$ cat config.mk
export PLATFORM = sky130hd
export DESIGN_NAME = cpu_status_and_trap_save_regs
export DESIGN_NICKNAME = d
export VERILOG_FILES = /design/src/cpu_status_pkg.sv /design/src/cpu_status_and_trap_save_regs.sv
export SDC_FILE = /design/constraint.sdc
export NUM_CORES = 1
export LEC_CHECK = 0
export ABC_AREA = 1
export BUFFER_PORTS_ARGS = -buffer_cell sky130_fd_sc_hd__buf_2
export CAP_MARGIN = 25
export CORE_UTILIZATION = 55
export CTS_BUF_LIST = sky130_fd_sc_hd__clkbuf_4 sky130_fd_sc_hd__clkbuf_8
export CTS_CLUSTER_DIAMETER = 80
export DETAILED_ROUTE_END_ITERATION = 8
export GPL_TIMING_DRIVEN = 0
export PLACE_DENSITY = 0.86
export SETUP_SLACK_MARGIN = 0.02
export SLEW_MARGIN = 20
export SYNTH_ARGS = -nofsm -noshare
export SYNTH_HDL_FRONTEND = slang
export SYNTH_SLANG_ARGS = --single-unit
$ cat constraint.sdc
create_clock -name clk_sys -period 2.1 [get_ports clk_sys]
set_input_delay 0.315 -clock clk_sys [delete_from_list [all_inputs] [get_ports clk_sys]]
set_output_delay 0.315 -clock clk_sys [all_outputs]
set_load 0.02 [all_outputs]
$ cat src/cpu_status_pkg.sv
/*
  Constants for the CPU status word and its save registers: system register
  numbers, field positions, widths and clamp values.
  Assumes nothing beyond a SystemVerilog compiler.
*/
`default_nettype none
package cpu_status_pkg;
  localparam int unsigned DATA_W      = 32;
  localparam int unsigned SREG_W      = 5;
  localparam int unsigned PSW_W       = 8;
  localparam int unsigned PC_W        = 26;
  // system register numbers
  localparam logic [4:0] SREG_PSW     = 5'h05;
  localparam logic [4:0] SREG_TC_PC   = 5'h10;
  localparam logic [4:0] SREG_TC_PSW  = 5'h11;
  localparam logic [4:0] SREG_TR_PC   = 5'h12;
  localparam logic [4:0] SREG_TR_PSW  = 5'h13;
  localparam logic [4:0] SREG_TC_BASE = 5'h14;
  // status word and pc bit positions
  localparam int unsigned BIT_ZERO    = 0;
  localparam int unsigned BIT_NEG     = 1;
  localparam int unsigned BIT_OVF     = 2;
  localparam int unsigned BIT_CARRY   = 3;
  localparam int unsigned BIT_CLAMP   = 4;
  localparam int unsigned BIT_IRQBLK  = 5;
  localparam int unsigned BIT_FAULT   = 6;
  localparam int unsigned BIT_NMI     = 7;
  localparam int unsigned BIT_PC_LSB  = 0;
  // reset values and clamp results
  localparam logic [7:0]  PSW_RESET   = 8'h00;
  localparam logic [25:0] PC_RESET    = 26'h0000000;
  localparam logic [31:0] SAT_POS_MAX = 32'h7FFFFFFF;
  localparam logic [31:0] SAT_NEG_MAX = 32'h80000000;
  localparam logic [31:0] ZERO_WORD   = 32'h00000000;
endpackage : cpu_status_pkg
`default_nettype wire

$ cat src/cpu_status_and_trap_save_regs.sv
/*
  CPU status word, table-call and trap save registers, table-call base.
  Assumes a core that issues one-cycle pulses for flag updates, system
  register loads, table calls, debug traps, exceptions and returns.
  All inputs come from logic on clk_sys, so none is synchronised here.
  The core is expected to set the irq-block bit itself after an irq ack,
  since acks repeat every cycle while a request stays high and unblocked.
*/
`timescale 1ns/1ns
`default_nettype none
module cpu_status_and_trap_save_regs
  import cpu_status_pkg::*;
(
  input  wire logic               clk_sys,
  input  wire logic               rst_n,
  // system register load / store
  input  wire logic               sysregLoad,
  input  wire logic [SREG_W-1:0]  sysregLoadSel,
  input  wire logic [DATA_W-1:0]  sysregLoadData,
  input  wire logic [SREG_W-1:0]  sysregReadSel,
  output logic      [DATA_W-1:0]  sysregReadData,
  output logic                    sysregAccessFault,
  // arithmetic flag update
  input  wire logic               flagUpdate,
  input  wire logic               flagSaturating,
  input  wire logic [DATA_W-1:0]  flagResult,
  input  wire logic               flagCarry,
  input  wire logic               flagOverflow,
  output logic      [DATA_W-1:0]  satResult,
  // program flow
  input  wire logic [PC_W-1:0]    nextPc,
  input  wire logic               tableCallInsn,
  input  wire logic               debugTrapInsn,
  input  wire logic               debugReturnInsn,
  input  wire logic               exceptionEvent,
  output logic                    pcLoad,
  output logic      [PC_W-1:0]    pcLoadValue,
  // interrupts
  input  wire logic               irqRequest,
  input  wire logic               nmiRequest,
  output logic                    irqAck,
  output logic                    nmiAck,
  // status view
  output logic      [PSW_W-1:0]   programStatusWord,
  output logic      [DATA_W-1:0]  tableCallBase
);

  // ***************************************************************
  // state
  // ***************************************************************
  logic [PSW_W-1:0] psw_reg;
  logic [PSW_W-1:0] psw_next;
  logic [PC_W-1:0]  tcPc_reg;
  logic [PSW_W-1:0] tcPsw_reg;
  logic [PC_W-1:0]  trPc_reg;
  logic [PSW_W-1:0] trPsw_reg;
  logic [PC_W-1:0]  tcBase_reg;
  logic             trapWindow_reg;
  logic             irqAck_reg;
  logic             nmiAck_reg;
  logic             pcLoad_reg;
  logic [PC_W-1:0]  pcLoadValue_reg;
  logic [DATA_W-1:0] readData_reg;
  logic             accessFault_reg;
  logic [DATA_W-1:0] satResult_reg;

  // ***************************************************************
  // decode
  // ***************************************************************
  logic pswWrite;
  logic trapSel;
  logic trapLoadOk;
  logic nmiTake;
  logic irqTake;
  logic resNeg;
  logic resZero;
  logic satPos;
  logic satNeg;
  logic tcPcWrite;
  logic tcPswWrite;
  logic trPcWrite;
  logic trPswWrite;
  logic tcBaseWrite;
  logic trapAccessBad;
  logic [DATA_W-1:0] readData_next;
  logic              accessFault_next;
  logic [DATA_W-1:0] satResult_next;

  assign pswWrite   = sysregLoad && (sysregLoadSel == SREG_PSW);
  assign trapSel    = (sysregLoadSel == SREG_TR_PC) || (sysregLoadSel == SREG_TR_PSW);
  assign trapLoadOk = sysregLoad && trapSel && trapWindow_reg;

  // ***************************************************************
  // per-register write strobes
  // ***************************************************************
  assign tcPcWrite     = sysregLoad && (sysregLoadSel == SREG_TC_PC);
  assign tcPswWrite    = sysregLoad && (sysregLoadSel == SREG_TC_PSW);
  assign trPcWrite     = trapLoadOk && (sysregLoadSel == SREG_TR_PC);
  assign trPswWrite    = trapLoadOk && (sysregLoadSel == SREG_TR_PSW);
  assign tcBaseWrite   = sysregLoad && (sysregLoadSel == SREG_TC_BASE);
  // trap save load outside the window is dropped and flagged
  assign trapAccessBad = sysregLoad && trapSel && !trapWindow_reg;

  // ***************************************************************
  // interrupt acceptance
  // ***************************************************************
  // nmi refused while one is active; maskable also needs block bit clear
  assign nmiTake = nmiRequest && !psw_reg[BIT_NMI] && !pswWrite;
  assign irqTake = irqRequest && !nmiTake && !psw_reg[BIT_NMI]
                   && !psw_reg[BIT_IRQBLK] && !pswWrite;

  assign resNeg  = flagResult[DATA_W-1];
  assign resZero = (flagResult == ZERO_WORD);
  // overflow sign: positive overflow shows a negative raw result
  assign satPos  = flagSaturating && flagOverflow && resNeg;
  assign satNeg  = flagSaturating && flagOverflow && !resNeg;

  // ***************************************************************
  // status word next value
  // ***************************************************************
  always_comb
  begin
    psw_next = psw_reg;
    if (flagUpdate)
    begin
      psw_next[BIT_CARRY] = flagCarry;
      psw_next[BIT_OVF]   = flagOverflow;
      psw_next[BIT_NEG]   = resNeg;
      psw_next[BIT_ZERO]  = resZero;
      if (satPos)
      begin
        psw_next[BIT_NEG]   = 1'b0;
        psw_next[BIT_ZERO]  = 1'b0;
        psw_next[BIT_CLAMP] = 1'b1;
      end
      else if (satNeg)
      begin
        psw_next[BIT_NEG]   = 1'b1;
        psw_next[BIT_ZERO]  = 1'b0;
        psw_next[BIT_CLAMP] = 1'b1;
      end
    end
    if (exceptionEvent || debugTrapInsn)
      psw_next[BIT_FAULT] = 1'b1;
    if (nmiTake)
      psw_next[BIT_NMI] = 1'b1;
    if (debugReturnInsn)
      psw_next = trPsw_reg;
    if (pswWrite)
      psw_next = sysregLoadData[PSW_W-1:0];
  end

  // ***************************************************************
  // registers
  // ***************************************************************
  always_ff @(posedge clk_sys or negedge rst_n)
  begin
    if (!rst_n)
      psw_reg <= PSW_RESET;
    else
      psw_reg <= psw_next;
  end

  always_ff @(posedge clk_sys or negedge rst_n)
  begin
    if (!rst_n)
    begin
      tcPc_reg  <= PC_RESET;
      tcPsw_reg <= PSW_RESET;
    end
    else if (tableCallInsn)
    begin
      tcPc_reg  <= nextPc;
      tcPsw_reg <= psw_reg;
    end
    else if (tcPcWrite)
      tcPc_reg <= sysregLoadData[PC_W-1:0];
    else if (tcPswWrite)
      tcPsw_reg <= sysregLoadData[PSW_W-1:0];
  end

  always_ff @(posedge clk_sys or negedge rst_n)
  begin
    if (!rst_n)
    begin
      trPc_reg  <= PC_RESET;
      trPsw_reg <= PSW_RESET;
    end
    else if (exceptionEvent || debugTrapInsn)
    begin
      trPc_reg  <= nextPc;
      trPsw_reg <= psw_reg;
    end
    else if (trPcWrite)
      trPc_reg <= sysregLoadData[PC_W-1:0];
    else if (trPswWrite)
      trPsw_reg <= sysregLoadData[PSW_W-1:0];
  end

  always_ff @(posedge clk_sys or negedge rst_n)
  begin
    if (!rst_n)
      trapWindow_reg <= 1'b0;
    else if (exceptionEvent || debugTrapInsn)
      trapWindow_reg <= 1'b1;
    else if (debugReturnInsn)
      trapWindow_reg <= 1'b0;
  end

  always_ff @(posedge clk_sys or negedge rst_n)
  begin
    if (!rst_n)
      tcBase_reg <= PC_RESET;
    else if (tcBaseWrite)
    begin
      tcBase_reg <= sysregLoadData[PC_W-1:0];
      tcBase_reg[BIT_PC_LSB] <= 1'b0;
    end
  end

  // ***************************************************************
  // flow and interrupt outputs
  // ***************************************************************
  always_ff @(posedge clk_sys or negedge rst_n)
  begin
    if (!rst_n)
      irqAck_reg <= 1'b0;
    else
      irqAck_reg <= irqTake;
  end

  always_ff @(posedge clk_sys or negedge rst_n)
  begin
    if (!rst_n)
      nmiAck_reg <= 1'b0;
    else
      nmiAck_reg <= nmiTake;
  end

  always_ff @(posedge clk_sys or negedge rst_n)
  begin
    if (!rst_n)
    begin
      pcLoad_reg      <= 1'b0;
      pcLoadValue_reg <= PC_RESET;
    end
    else
    begin
      pcLoad_reg <= debugReturnInsn;
      if (debugReturnInsn)
        pcLoadValue_reg <= trPc_reg;
    end
  end

  // ***************************************************************
  // clamp result
  // ***************************************************************
  always_comb
  begin
    satResult_next = satResult_reg;
    if (flagUpdate)
    begin
      if (satPos)
        satResult_next = SAT_POS_MAX;
      else if (satNeg)
        satResult_next = SAT_NEG_MAX;
      else
        satResult_next = flagResult;
    end
  end

  always_ff @(posedge clk_sys or negedge rst_n)
  begin
    if (!rst_n)
      satResult_reg <= ZERO_WORD;
    else
      satResult_reg <= satResult_next;
  end

  // ***************************************************************
  // register read port
  // ***************************************************************
  // unused upper bits stay zero because every read starts from zero
  always_comb
  begin
    readData_next    = ZERO_WORD;
    accessFault_next = trapAccessBad;
    unique case (sysregReadSel)
      SREG_PSW:     readData_next[PSW_W-1:0] = psw_reg;
      SREG_TC_PC:   readData_next[PC_W-1:0]  = tcPc_reg;
      SREG_TC_PSW:  readData_next[PSW_W-1:0] = tcPsw_reg;
      SREG_TR_PC:
      begin
        if (trapWindow_reg)
          readData_next[PC_W-1:0] = trPc_reg;
        else
          accessFault_next = 1'b1;
      end
      SREG_TR_PSW:
      begin
        if (trapWindow_reg)
          readData_next[PSW_W-1:0] = trPsw_reg;
        else
          accessFault_next = 1'b1;
      end
      SREG_TC_BASE: readData_next[PC_W-1:0] = tcBase_reg;
      default:      readData_next = ZERO_WORD;
    endcase
  end

  always_ff @(posedge clk_sys or negedge rst_n)
  begin
    if (!rst_n)
    begin
      readData_reg    <= ZERO_WORD;
      accessFault_reg <= 1'b0;
    end
    else
    begin
      readData_reg    <= readData_next;
      accessFault_reg <= accessFault_next;
    end
  end

  // ***************************************************************
  // output drive, all straight from flip-flops
  // ***************************************************************

  assign sysregReadData    = readData_reg;
  assign sysregAccessFault = accessFault_reg;
  assign satResult         = satResult_reg;
  assign pcLoad            = pcLoad_reg;
  assign pcLoadValue       = pcLoadValue_reg;
  assign irqAck            = irqAck_reg;
  assign nmiAck            = nmiAck_reg;
  assign programStatusWord = psw_reg;
  assign tableCallBase     = {{(DATA_W-PC_W){1'b0}}, tcBase_reg};

endmodule // cpu_status_and_trap_save_regs
`default_nettype wire

==> results.sh, run 1 <==
export IMPL_initial_core_util=0.568
export IMPL_arrival_ps=2240
export IMPL_path_class="primary input to flip-flop"
export IMPL_cts_inserted_buffers=17
export IMPL_min_from="nextPc[16]"
export IMPL_die_w_um=128
export IMPL_largest_reg_flops=32
export IMPL_cts_path_max_buffers=2
export IMPL_crit_chain="dlygate4sd3_1 -> buf_2 -> inv_1 -> clkbuf_1 -> clkbuf_1 -> nand2_1 -> nand2_1"
export IMPL_vias_per_cell=5.53
export IMPL_clkTransAtPathRegs_ps=90
export IMPL_setup_viol=0
export IMPL_synth_top_area_frac=0.545
export IMPL_yosysMostFrequentCell="nand2_1"
export IMPL_hpwl_um=18700
export IMPL_slew_viol_final=0
export IMPL_drive_gt1_frac=0.250
export IMPL_seq_area_um2=4750
export IMPL_fmax_ghz=0.545
export IMPL_grt_pass1_vias=7864
export IMPL_avgSynthCellArea_um2=8.42
export IMPL_nets=1412
export IMPL_final_area_um2=10600
export IMPL_crit_path_end_kind="flip-flop"
export IMPL_rsz0062_at_grt="no"
export IMPL_use_met1=0.443
export IMPL_synth_edf_count=0
export IMPL_num_fill_cells=1293
export IMPL_path_delay_family="buffers and inverters"
export IMPL_rows=45
export IMPL_ant_nets=0
export IMPL_maxCapViolCount=0
export IMPL_multiInputGateArea_um2=3230
export IMPL_io_pins=247
export IMPL_hold_class="primary input to flip-flop"
export IMPL_cts_tree="built"
export IMPL_met3_usage=0.0614
export IMPL_ir_worst_vdd_mv=0.407
export IMPL_hold_viol=0
export IMPL_synth_seq_area_share=0.545
export IMPL_hold_depth=3
export IMPL_drt_iter0_markers=808
export IMPL_diodes=0
export IMPL_whs_ps=86.3
export IMPL_antenna_found_initial=0
export IMPL_ctsHoldBuffers=2
export IMPL_synthArstFlopShare=1.00
export IMPL_status="finished clean"
export IMPL_grt_pass1_wl_um=40200
export IMPL_grt_ovfl_total=0
export IMPL_routabilityCongestion=0.918
export IMPL_ys_flop_type="dfrtp_1"
export IMPL_wl_per_cell_um=17.1
export IMPL_crit_buf_inv=5
export IMPL_synth_warning_count=0
export IMPL_leakage_uw=0.00555
export IMPL_worstPathMaxFanout=10
export IMPL_synth_cell_type_count=38
export IMPL_port_buffers=225
export IMPL_core_um2=15400
export IMPL_timing_rr_start="trapWindow_reg$_DFFE_PN0P_"
export IMPL_die_area_um2=16400
export IMPL_die_height_um=128
export IMPL_grt_max_degree=86
export IMPL_ys_top_cells_by_count="nand2_1 (269), dfrtp_1 (190), inv_1 (110), nor2_1 (100), nand3_1 (69)"
export IMPL_cp_slowest_cell="dlygate4sd3_1"
export IMPL_fin_crit_ps=1830
export IMPL_r2r_cells=4
export IMPL_ys_ff_latch=190
export IMPL_clock_sinks=190
export IMPL_cp_required_ps=2500
export IMPL_dpl_instance_area_um2=10200
export IMPL_routed_via_count=8409
export IMPL_busiest_layer="met2"
export IMPL_insertion_delay_ps=470
export IMPL_power_density_nw_per_um2=794
export IMPL_rr_endpoint="sysregReadData[7]$_DFF_PN0_"
export IMPL_post_cts_resized=0
export IMPL_drt_pass1_iter_count=6
export IMPL_critical_path_max_stage_delay_ps=530
export IMPL_clockRootBuffer="clkbuf_8"
export IMPL_area_growth_pct=21.7
export IMPL_cts_setup_buffers=0
export IMPL_worstHoldEndpoint="trPc_reg[16]$_DFFE_PN0P_"
export IMPL_max_slew_margin_rel=0.459
export IMPL_worst_setup_path_start_kind="primary input"
export IMPL_synthTopCellsByArea="dfrtp_1 (54%), nand2_1 (12%), inv_1 (4.7%)"
export IMPL_h_tree_depth=4
export IMPL_grt_use_total=0.325
export IMPL_grtUsageMet2=0.512
export IMPL_synthesis_area_um2=8730
export IMPL_wl_um=26000
export IMPL_fin_skew_ps=14.0
export IMPL_synth_top_cell_by_area="dfrtp_1"
export IMPL_drc=0
export IMPL_synthesis_instances=1037
export IMPL_period_share=0.873
export IMPL_r2r_slack_ps=330
export IMPL_worst_slew_pin_slew_ps=811
## worst reg2reg max path, stage by stage, from the launching register on
cell and delay [ps]:
dfrtp_1 470, buf_2 290, buf_1 650, nand2_1 160
nand3_1 130
## cell usage in the layout, fill, tap and decap left out, types with 21 or more instances in the layout
cell | netlist | layout
a21oi_1 | 48 | 48
buf_2 | 17 | 241
clkbuf_1 | 22 | 22
clkbuf_8 | 0 | 21
dfrtp_1 | 190 | 190
inv_1 | 110 | 110
nand2_1 | 269 | 269
nand3_1 | 69 | 69
nor2_1 | 100 | 100
o211ai_1 | 23 | 23
o21ai_0 | 68 | 68
## layout make-up
class	instances	area share
buffer	64	0.0327
inverter	117	0.0416
tap	211	0.0248
timing repair buffer	229	0.114
clock inverter	10	0.00836
clock buffer	21	0.0272
multi-input combinational	678	0.304
sequential	190	0.447
## worst max-delay path by stage
stage | from | to | slack [ps] | depth (start not counted)
5_1_grt | debugReturnInsn | pcLoadValue[18]$_DFFE_PN0P_ | 190 | 7
4_1_cts | debugReturnInsn | pcLoadValue[19]$_DFFE_PN0P_ | 270 | 7
3_3_place_gp | rst_n | programStatusWord[6]$_DFFE_PN0P_ | -2350 | 1
6_report | debugReturnInsn | pcLoadValue[1]$_DFFE_PN0P_ | 270 | 7
3_5_place_dp | flagOverflow | programStatusWord[0]$_DFFE_PN0P_ | 120 | 12
2_1_floorplan | flagOverflow | programStatusWord[1]$_DFFE_PN0P_ | 570 | 9
## layer usage
layer,wire (µm),vias up,share of wire
met2,12200,489,0.47
met4,692,0,0.027
li1,-,3844,-
met3,2380,69,0.091
met5,0,-,0
met1,10800,4007,0.41
## report_power, final
part	internal [µW]	total, µW	switching [µW]
sequential	4080	4320	241
clock	1050	2320	1270
combinational	586	1800	1220
## through the flow
stage	setup WS [ps]	TNS, ps	utilization	total power, µW	std cells
floorplan	574	0	-	5390	1049
global placement	-2350	-443650	0.661	6100	1485
detailed placement	118	0	0.666	6170	1487
CTS	269	0	0.691	8450	1520
global route	190	0	0.691	8830	1520
finish	266	0	0.691	8440	1520
## cells by family after synthesis
| logic type | Yosys count | share of synthesized area |
|---|---|---|
| buffers and inverters | 181 | 0.0904 |
| adders and majority gates | 2 | 0.00287 |
| other | 1 | 0.000430 |
| and+or+nand+nor | 473 | 0.233 |
| AOI/OAI and AO/OA | 190 | 0.129 |
| DFF | 190 | 0.545 |
No activity file was read; power rests on OpenSTA's default activity.
==> inputs of run 2 (changes only) <==
- ABC_AREA: 1 -> not set
==> run 2 against run 1 <==
Sequential power rose by 1%. Die area down 2.2%. Worst setup slack worse by 69 ps. Wire length decreased by 4.9%. Clock skew decreased by 1.1 ps. Synthesized cell count fell by 18%. Critical path depth down 1. Register-to-register slack gained 90 ps. Non-clock buffer count rose by 5. Sequential cell count is the same. Sequential share of layout area grew 0.73 points. Critical endpoint is now sysregReadData[11]$_DFF_PN0_. Highest routed layer unchanged.
==> results.sh, run 2 <==
export IMPL_worst_setup_path_start_kind="primary input"
export IMPL_die_area_um2=16000
export IMPL_largest_reg_flops=32
export IMPL_drive_gt1_frac=0.305
export IMPL_arrival_ps=2300
export IMPL_synth_seq_area_share=0.557
export IMPL_routed_via_count=7767
export IMPL_final_common_cell="buf_2"
export IMPL_grt_max_degree=74
export IMPL_r2r_slack_ps=420
export IMPL_p_seq_frac=0.506
export IMPL_drt_pass1_iter_count=6
export IMPL_die_height_um=127
export IMPL_hold_viol=0
export IMPL_synthTopCellsByArea="dfrtp_1 (56%), a21oi_1 (7.9%), nand2_1 (6.8%)"
export IMPL_die_w_um=127
export IMPL_hold_class="primary input to flip-flop"
export IMPL_status="finished clean"
export IMPL_ant_nets=0
export IMPL_grt_use_total=0.318
export IMPL_post_cts_resized=0
export IMPL_num_fill_cells=1175
export IMPL_synth_edf_count=0
export IMPL_worstPathMaxFanout=10
export IMPL_hpwl_um=17400
export IMPL_io_pins=247
export IMPL_swShare=0.303
export IMPL_leakage_uw=0.00515
export IMPL_dp_worst_setup_slack_ps=-338
export IMPL_area_growth_pct=22.5
export IMPL_fin_crit_ps=1900
export IMPL_finalWorstSetupSlack_ps=197
export IMPL_routabilityCongestion=0.878
export IMPL_rr_endpoint="trPc_reg[0]$_DFFE_PN0P_"
export IMPL_crit_chain="buf_2 -> nand2b_1 -> nor4_2 -> clkbuf_1 -> a22oi_1 -> nand2_1"
export IMPL_drt_iter0_markers=806
export IMPL_crit_path_end_kind="flip-flop"
export IMPL_dp_cells=1279
export IMPL_cp_slowest_cell="nor4_2"
export IMPL_nets=1226
export IMPL_antenna_found_initial=2
export IMPL_period_share=0.906
export IMPL_min_from="sysregLoadData[19]"
export IMPL_initial_core_util=0.564
export IMPL_fin_cells=1313
export IMPL_fin_skew_ps=12.9
export IMPL_crit_buf_inv=2
export IMPL_synth_top_area_frac=0.557
export IMPL_insertion_delay_ps=470
export IMPL_dpl_instance_area_um2=10000
export IMPL_ys_top_cells_by_count="dfrtp_1 (190), nand2_1 (154), a21oi_1 (135), nor2_1 (78), mux2_2 (43)"
export IMPL_critical_path_max_stage_delay_ps=730
export IMPL_r2r_cells=6
export IMPL_synth_top_cell_by_area="dfrtp_1"
export IMPL_drc=0
export IMPL_final_core_util=0.691
export IMPL_final_area_um2=10500
export IMPL_worstHoldEndpoint="tcBase_reg[19]$_DFFE_PN0P_"
export IMPL_synthArstFlopShare=1.00
export IMPL_cp_required_ps=2500
export IMPL_slew_viol_final=0
export IMPL_hold_depth=2
export IMPL_setup_viol=0
export IMPL_timing_rr_start="trapWindow_reg$_DFFE_PN0P_"
export IMPL_rsz0062_at_grt="no"
export IMPL_synthesis_instances=852
export IMPL_yosysMostFrequentCell="dfrtp_1"
export IMPL_path_delay_family="simple AND/OR/NAND/NOR gates"
export IMPL_h_tree_depth=4
export IMPL_layout_common_cells="buf_2 (238), dfrtp_1 (190), nand2_1 (154), a21oi_1 (135), nor2_1 (78)"
export IMPL_avgSynthCellArea_um2=10.0
export IMPL_intPower_uw=6030
export IMPL_cts_setup_buffers=0
export IMPL_cts_path_max_buffers=2
export IMPL_maxCapViolCount=0
export IMPL_power_density_nw_per_um2=827
export IMPL_core_um2=15100
export IMPL_grt_pass1_wl_um=38900
export IMPL_fmax_ghz=0.525
export IMPL_clkTransAtPathRegs_ps=100
export IMPL_rows=45
export IMPL_wl_per_cell_um=18.9
export IMPL_synthesis_area_um2=8540
export IMPL_ys_flop_type="dfrtp_1"
export IMPL_cts_inserted_buffers=17
export IMPL_synth_warning_count=0
export IMPL_grt_pass1_vias=7560
export IMPL_synth_cell_type_count=44
export IMPL_ys_ff_latch=190
export IMPL_switchingPower_uw=2620
export IMPL_grt_ovfl_total=0
export IMPL_clock_sinks=190
export IMPL_cts_tree="built"
export IMPL_ir_worst_vdd_mv=0.704
export IMPL_wl_um=24800
export IMPL_combPwrFrac=0.195
export IMPL_vias_per_cell=5.92
export IMPL_worst_slew_pin_slew_ps=941
export IMPL_clockRootBuffer="clkbuf_8"
export IMPL_max_slew_margin_rel=0.367
export IMPL_path_class="primary input to flip-flop"
export IMPL_clkPwrFrac=0.299
export IMPL_port_buffers=225
-- run 2: layout make-up --
type / instances / area, µm² / share of cell area
inverters: 6 / 22.5 / 0.00215
flip-flops and latches: 190 / 4750 / 0.455
multi-input cells: 598 / 3460 / 0.331
diodes: 2 / 5.00 / 0.000479
well taps: 188 / 235 / 0.0225
clock buffers: 22 / 297 / 0.0284
clock inverters: 9 / 134 / 0.0128
repair buffers: 229 / 1210 / 0.116
plain buffers: 69 / 340 / 0.0325
-- run 2: how the worst max path moves through the flow --
stage / start / slack, ps / cells past startpoint / endpoint
after floorplan: flagOverflow / 90 / 8 / programStatusWord[0]$_DFFE_PN0P_
after global placement: rst_n / -2310 / 1 / satResult[29]$_DFFE_PN0P_
after detailed placement: flagOverflow / -340 / 9 / programStatusWord[0]$_DFFE_PN0P_
after CTS: flagOverflow / 150 / 9 / programStatusWord[0]$_DFFE_PN0P_
after global routing: debugReturnInsn / 110 / 7 / programStatusWord[0]$_DFFE_PN0P_
final: sysregReadSel[3] / 200 / 6 / sysregReadData[11]$_DFF_PN0_
-- run 2: per-stage QoR --
step                      power [µW]  setup TNS, ps  hold slack [ps]
after global placement          6030        -438710              447
after detailed placement        6110          -1920              246
after floorplan                 5360              0             19.4
after global routing            9000              0             63.1
final                           8650              0             83.2
after CTS                       8660              0             66.6
-- run 2: what timing repair did --
item / CTS / global route
endpoints found under the setup margin: 0 / 1
hold endpoints to repair: 52 / 0
hold buffers: 2 / 0
-- run 2: power groups by stage --
stage / registers [µW] / clock network (µW) / logic, µW
3_3_place_gp: 4420 / 0 / 1610
4_1_cts: 4360 / 2610 / 1680
5_1_grt: 4420 / 2750 / 1830
3_5_place_dp: 4430 / 0 / 1670
6_report: 4380 / 2590 / 1680
2_1_floorplan: 4720 / 0 / 640
-- run 2: kinds of logic after synthesis --
kind of cell,after synthesis,synth area share
adder cells (fa/ha/maj),2,0.00293
flip-flops,190,0.557
AND/OR/NAND/NOR,303,0.165
multiplexers,67,0.0878
buffers and inverters,76,0.0429
other,1,0.000439
AO/OA/AOI/OAI,213,0.144
-- run 2: layer usage --
metal  up-vias  GRT usage  routed length [µm]
met3        89     0.0822                2310
met5         -          0                   0
met4         0      0.169                 977
li1       3454          -                   -
met2       492      0.485               11600
met1      3732      0.421                9880
==> inputs of run 3 (changes only) <==
- clock period: 2.1 -> 2.4 ns (I/O delays scaled with it)
==> run 3 against run 2 <==
Design area about the same. Highest routed layer unchanged. Via count is 0.53% higher. Clock power shrank 12%. Clock skew about the same. Largest cell class unchanged.
==> results.sh, run 3 (same netlist as run 2, synthesis figures left out) <==
export IMPL_clock_sinks=190
export IMPL_combPwrFrac=0.195
export IMPL_rows=45
export IMPL_fin_crit_ps=2080
export IMPL_rr_endpoint="trPc_reg[24]$_DFFE_PN0P_"
export IMPL_r2r_slack_ps=720
export IMPL_largest_reg_flops=32
export IMPL_min_from="sysregLoadData[19]"
export IMPL_cts_setup_buffers=0
export IMPL_setup_viol=0
export IMPL_port_buffers=225
export IMPL_power_density_nw_per_um2=723
export IMPL_layout_common_cells="buf_2 (238), dfrtp_1 (190), nand2_1 (154), a21oi_1 (135), nor2_1 (78)"
export IMPL_h_tree_depth=4
export IMPL_cp_required_ps=2790
export IMPL_worst_slew_pin_slew_ps=961
export IMPL_worst_setup_path_start_kind="primary input"
export IMPL_vias_per_cell=5.94
export IMPL_drt_iter0_markers=818
export IMPL_routed_via_count=7808
export IMPL_leakage_uw=0.00515
export IMPL_dp_worst_setup_slack_ps=-83.2
export IMPL_hold_depth=2
export IMPL_die_height_um=127
export IMPL_finalPower_uw=7570
export IMPL_initial_core_util=0.564
export IMPL_p_seq_frac=0.506
export IMPL_post_cts_resized=0
export IMPL_drive_gt1_frac=0.304
export IMPL_rsz0062_at_grt="no"
export IMPL_slew_viol_final=0
export IMPL_grt_max_degree=74
export IMPL_arrival_ps=2470
export IMPL_clockRootBuffer="clkbuf_8"
export IMPL_dp_cells=1279
export IMPL_fin_skew_ps=13.1
export IMPL_drc=0
export IMPL_io_pins=247
export IMPL_r2r_cells=6
export IMPL_crit_path_end_kind="flip-flop"
export IMPL_period_share=0.866
export IMPL_hold_viol=0
export IMPL_grt_pass1_vias=7560
export IMPL_wl_um=24900
export IMPL_worstHoldEndpoint="tcBase_reg[19]$_DFFE_PN0P_"
export IMPL_fin_cells=1314
export IMPL_insertion_delay_ps=470
export IMPL_routabilityCongestion=0.878
export IMPL_finalWorstSetupSlack_ps=322
export IMPL_swShare=0.303
export IMPL_hold_class="primary input to flip-flop"
export IMPL_grtUsageMet2=0.485
export IMPL_core_um2=15100
export IMPL_wl_per_cell_um=18.9
export IMPL_path_class="primary input to flip-flop"
export IMPL_met3_usage=0.0822
export IMPL_worstPathMaxFanout=10
export IMPL_clkPwrFrac=0.299
export IMPL_clkTransAtPathRegs_ps=100
export IMPL_cts_path_max_buffers=2
export IMPL_drt_pass1_iter_count=6
export IMPL_switchingPower_uw=2290
export IMPL_grt_pass1_wl_um=38900
export IMPL_maxCapViolCount=0
export IMPL_ir_worst_vdd_mv=0.627
export IMPL_hpwl_um=17400
export IMPL_final_area_um2=10500
export IMPL_fmax_ghz=0.481
export IMPL_timing_rr_start="trapWindow_reg$_DFFE_PN0P_"
export IMPL_area_growth_pct=22.6
export IMPL_intPower_uw=5280
export IMPL_use_met1=0.421
export IMPL_ant_nets=0
export IMPL_status="finished clean"
export IMPL_busiest_layer="met2"
export IMPL_final_common_cell="buf_2"
export IMPL_dpl_instance_area_um2=10000
export IMPL_die_area_um2=16000
export IMPL_max_slew_margin_rel=0.354
export IMPL_grt_use_total=0.318
export IMPL_grt_ovfl_total=0
export IMPL_cts_inserted_buffers=17
export IMPL_cts_tree="built"
export IMPL_nets=1227
export IMPL_die_w_um=127
export IMPL_antenna_found_initial=2
## run 3: worst max-delay path, cell delays in order
cell and delay, ps:
buf_2 110, nand2_1 190, clkbuf_1 390, inv_1 140
ha_1 230, nor4_1 230, nand2_1 90, or4_1 550
a31oi_1 180
## run 3: layout make-up
cell class | instances | area (µm²)
sequential | 190 | 4750
fill | 1173 | 4680
multi-input combinational | 598 | 3460
timing repair buffer | 229 | 1210
buffer | 70 | 344
clock buffer | 22 | 297
tap | 188 | 235
clock inverter | 9 | 134
inverter | 6 | 22.5
antenna | 2 | 5.00
## run 3: through the flow
step           hold WS, ps  setup TNS (ps)   util
5_1_grt                108               0  0.691
4_1_cts                112               0  0.690
2_1_floorplan         64.4               0      -
3_5_place_dp           291           -83.2  0.661
6_report               129               0  0.691
3_3_place_gp           456         -388690  0.656
## run 3: power by group through the flow
stage	registers [µW]	clock network [µW]	logic, µW
2_1_floorplan	4130	0	560
3_3_place_gp	3870	0	1410
3_5_place_dp	3880	0	1460
4_1_cts	3820	2280	1470
5_1_grt	3870	2410	1600
6_report	3830	2270	1470
## run 3: worst max-delay path by stage
stage	slack [ps]	to	startpoint	depth (start not counted)
finish	320	programStatusWord[0]$_DFFE_PN0P_	flagOverflow	9
global route	220	programStatusWord[0]$_DFFE_PN0P_	flagOverflow	9
CTS	400	programStatusWord[0]$_DFFE_PN0P_	flagOverflow	9
detailed placement	-80	programStatusWord[0]$_DFFE_PN0P_	flagOverflow	9
global placement	-2060	satResult[29]$_DFFE_PN0P_	rst_n	1
floorplan	340	programStatusWord[0]$_DFFE_PN0P_	flagOverflow	8
## run 3: what timing repair did
action,CTS,global route
endpoints found under the hold margin,52,0
setup endpoints to repair,0,0
hold buffers,2,0
## run 3: layer usage
metal | routed length, µm | up-vias
met5 | 0 | -
met4 | 1010 | 0
met3 | 2380 | 92
met2 | 11700 | 506
met1 | 9800 | 3746
li1 | - | 3464
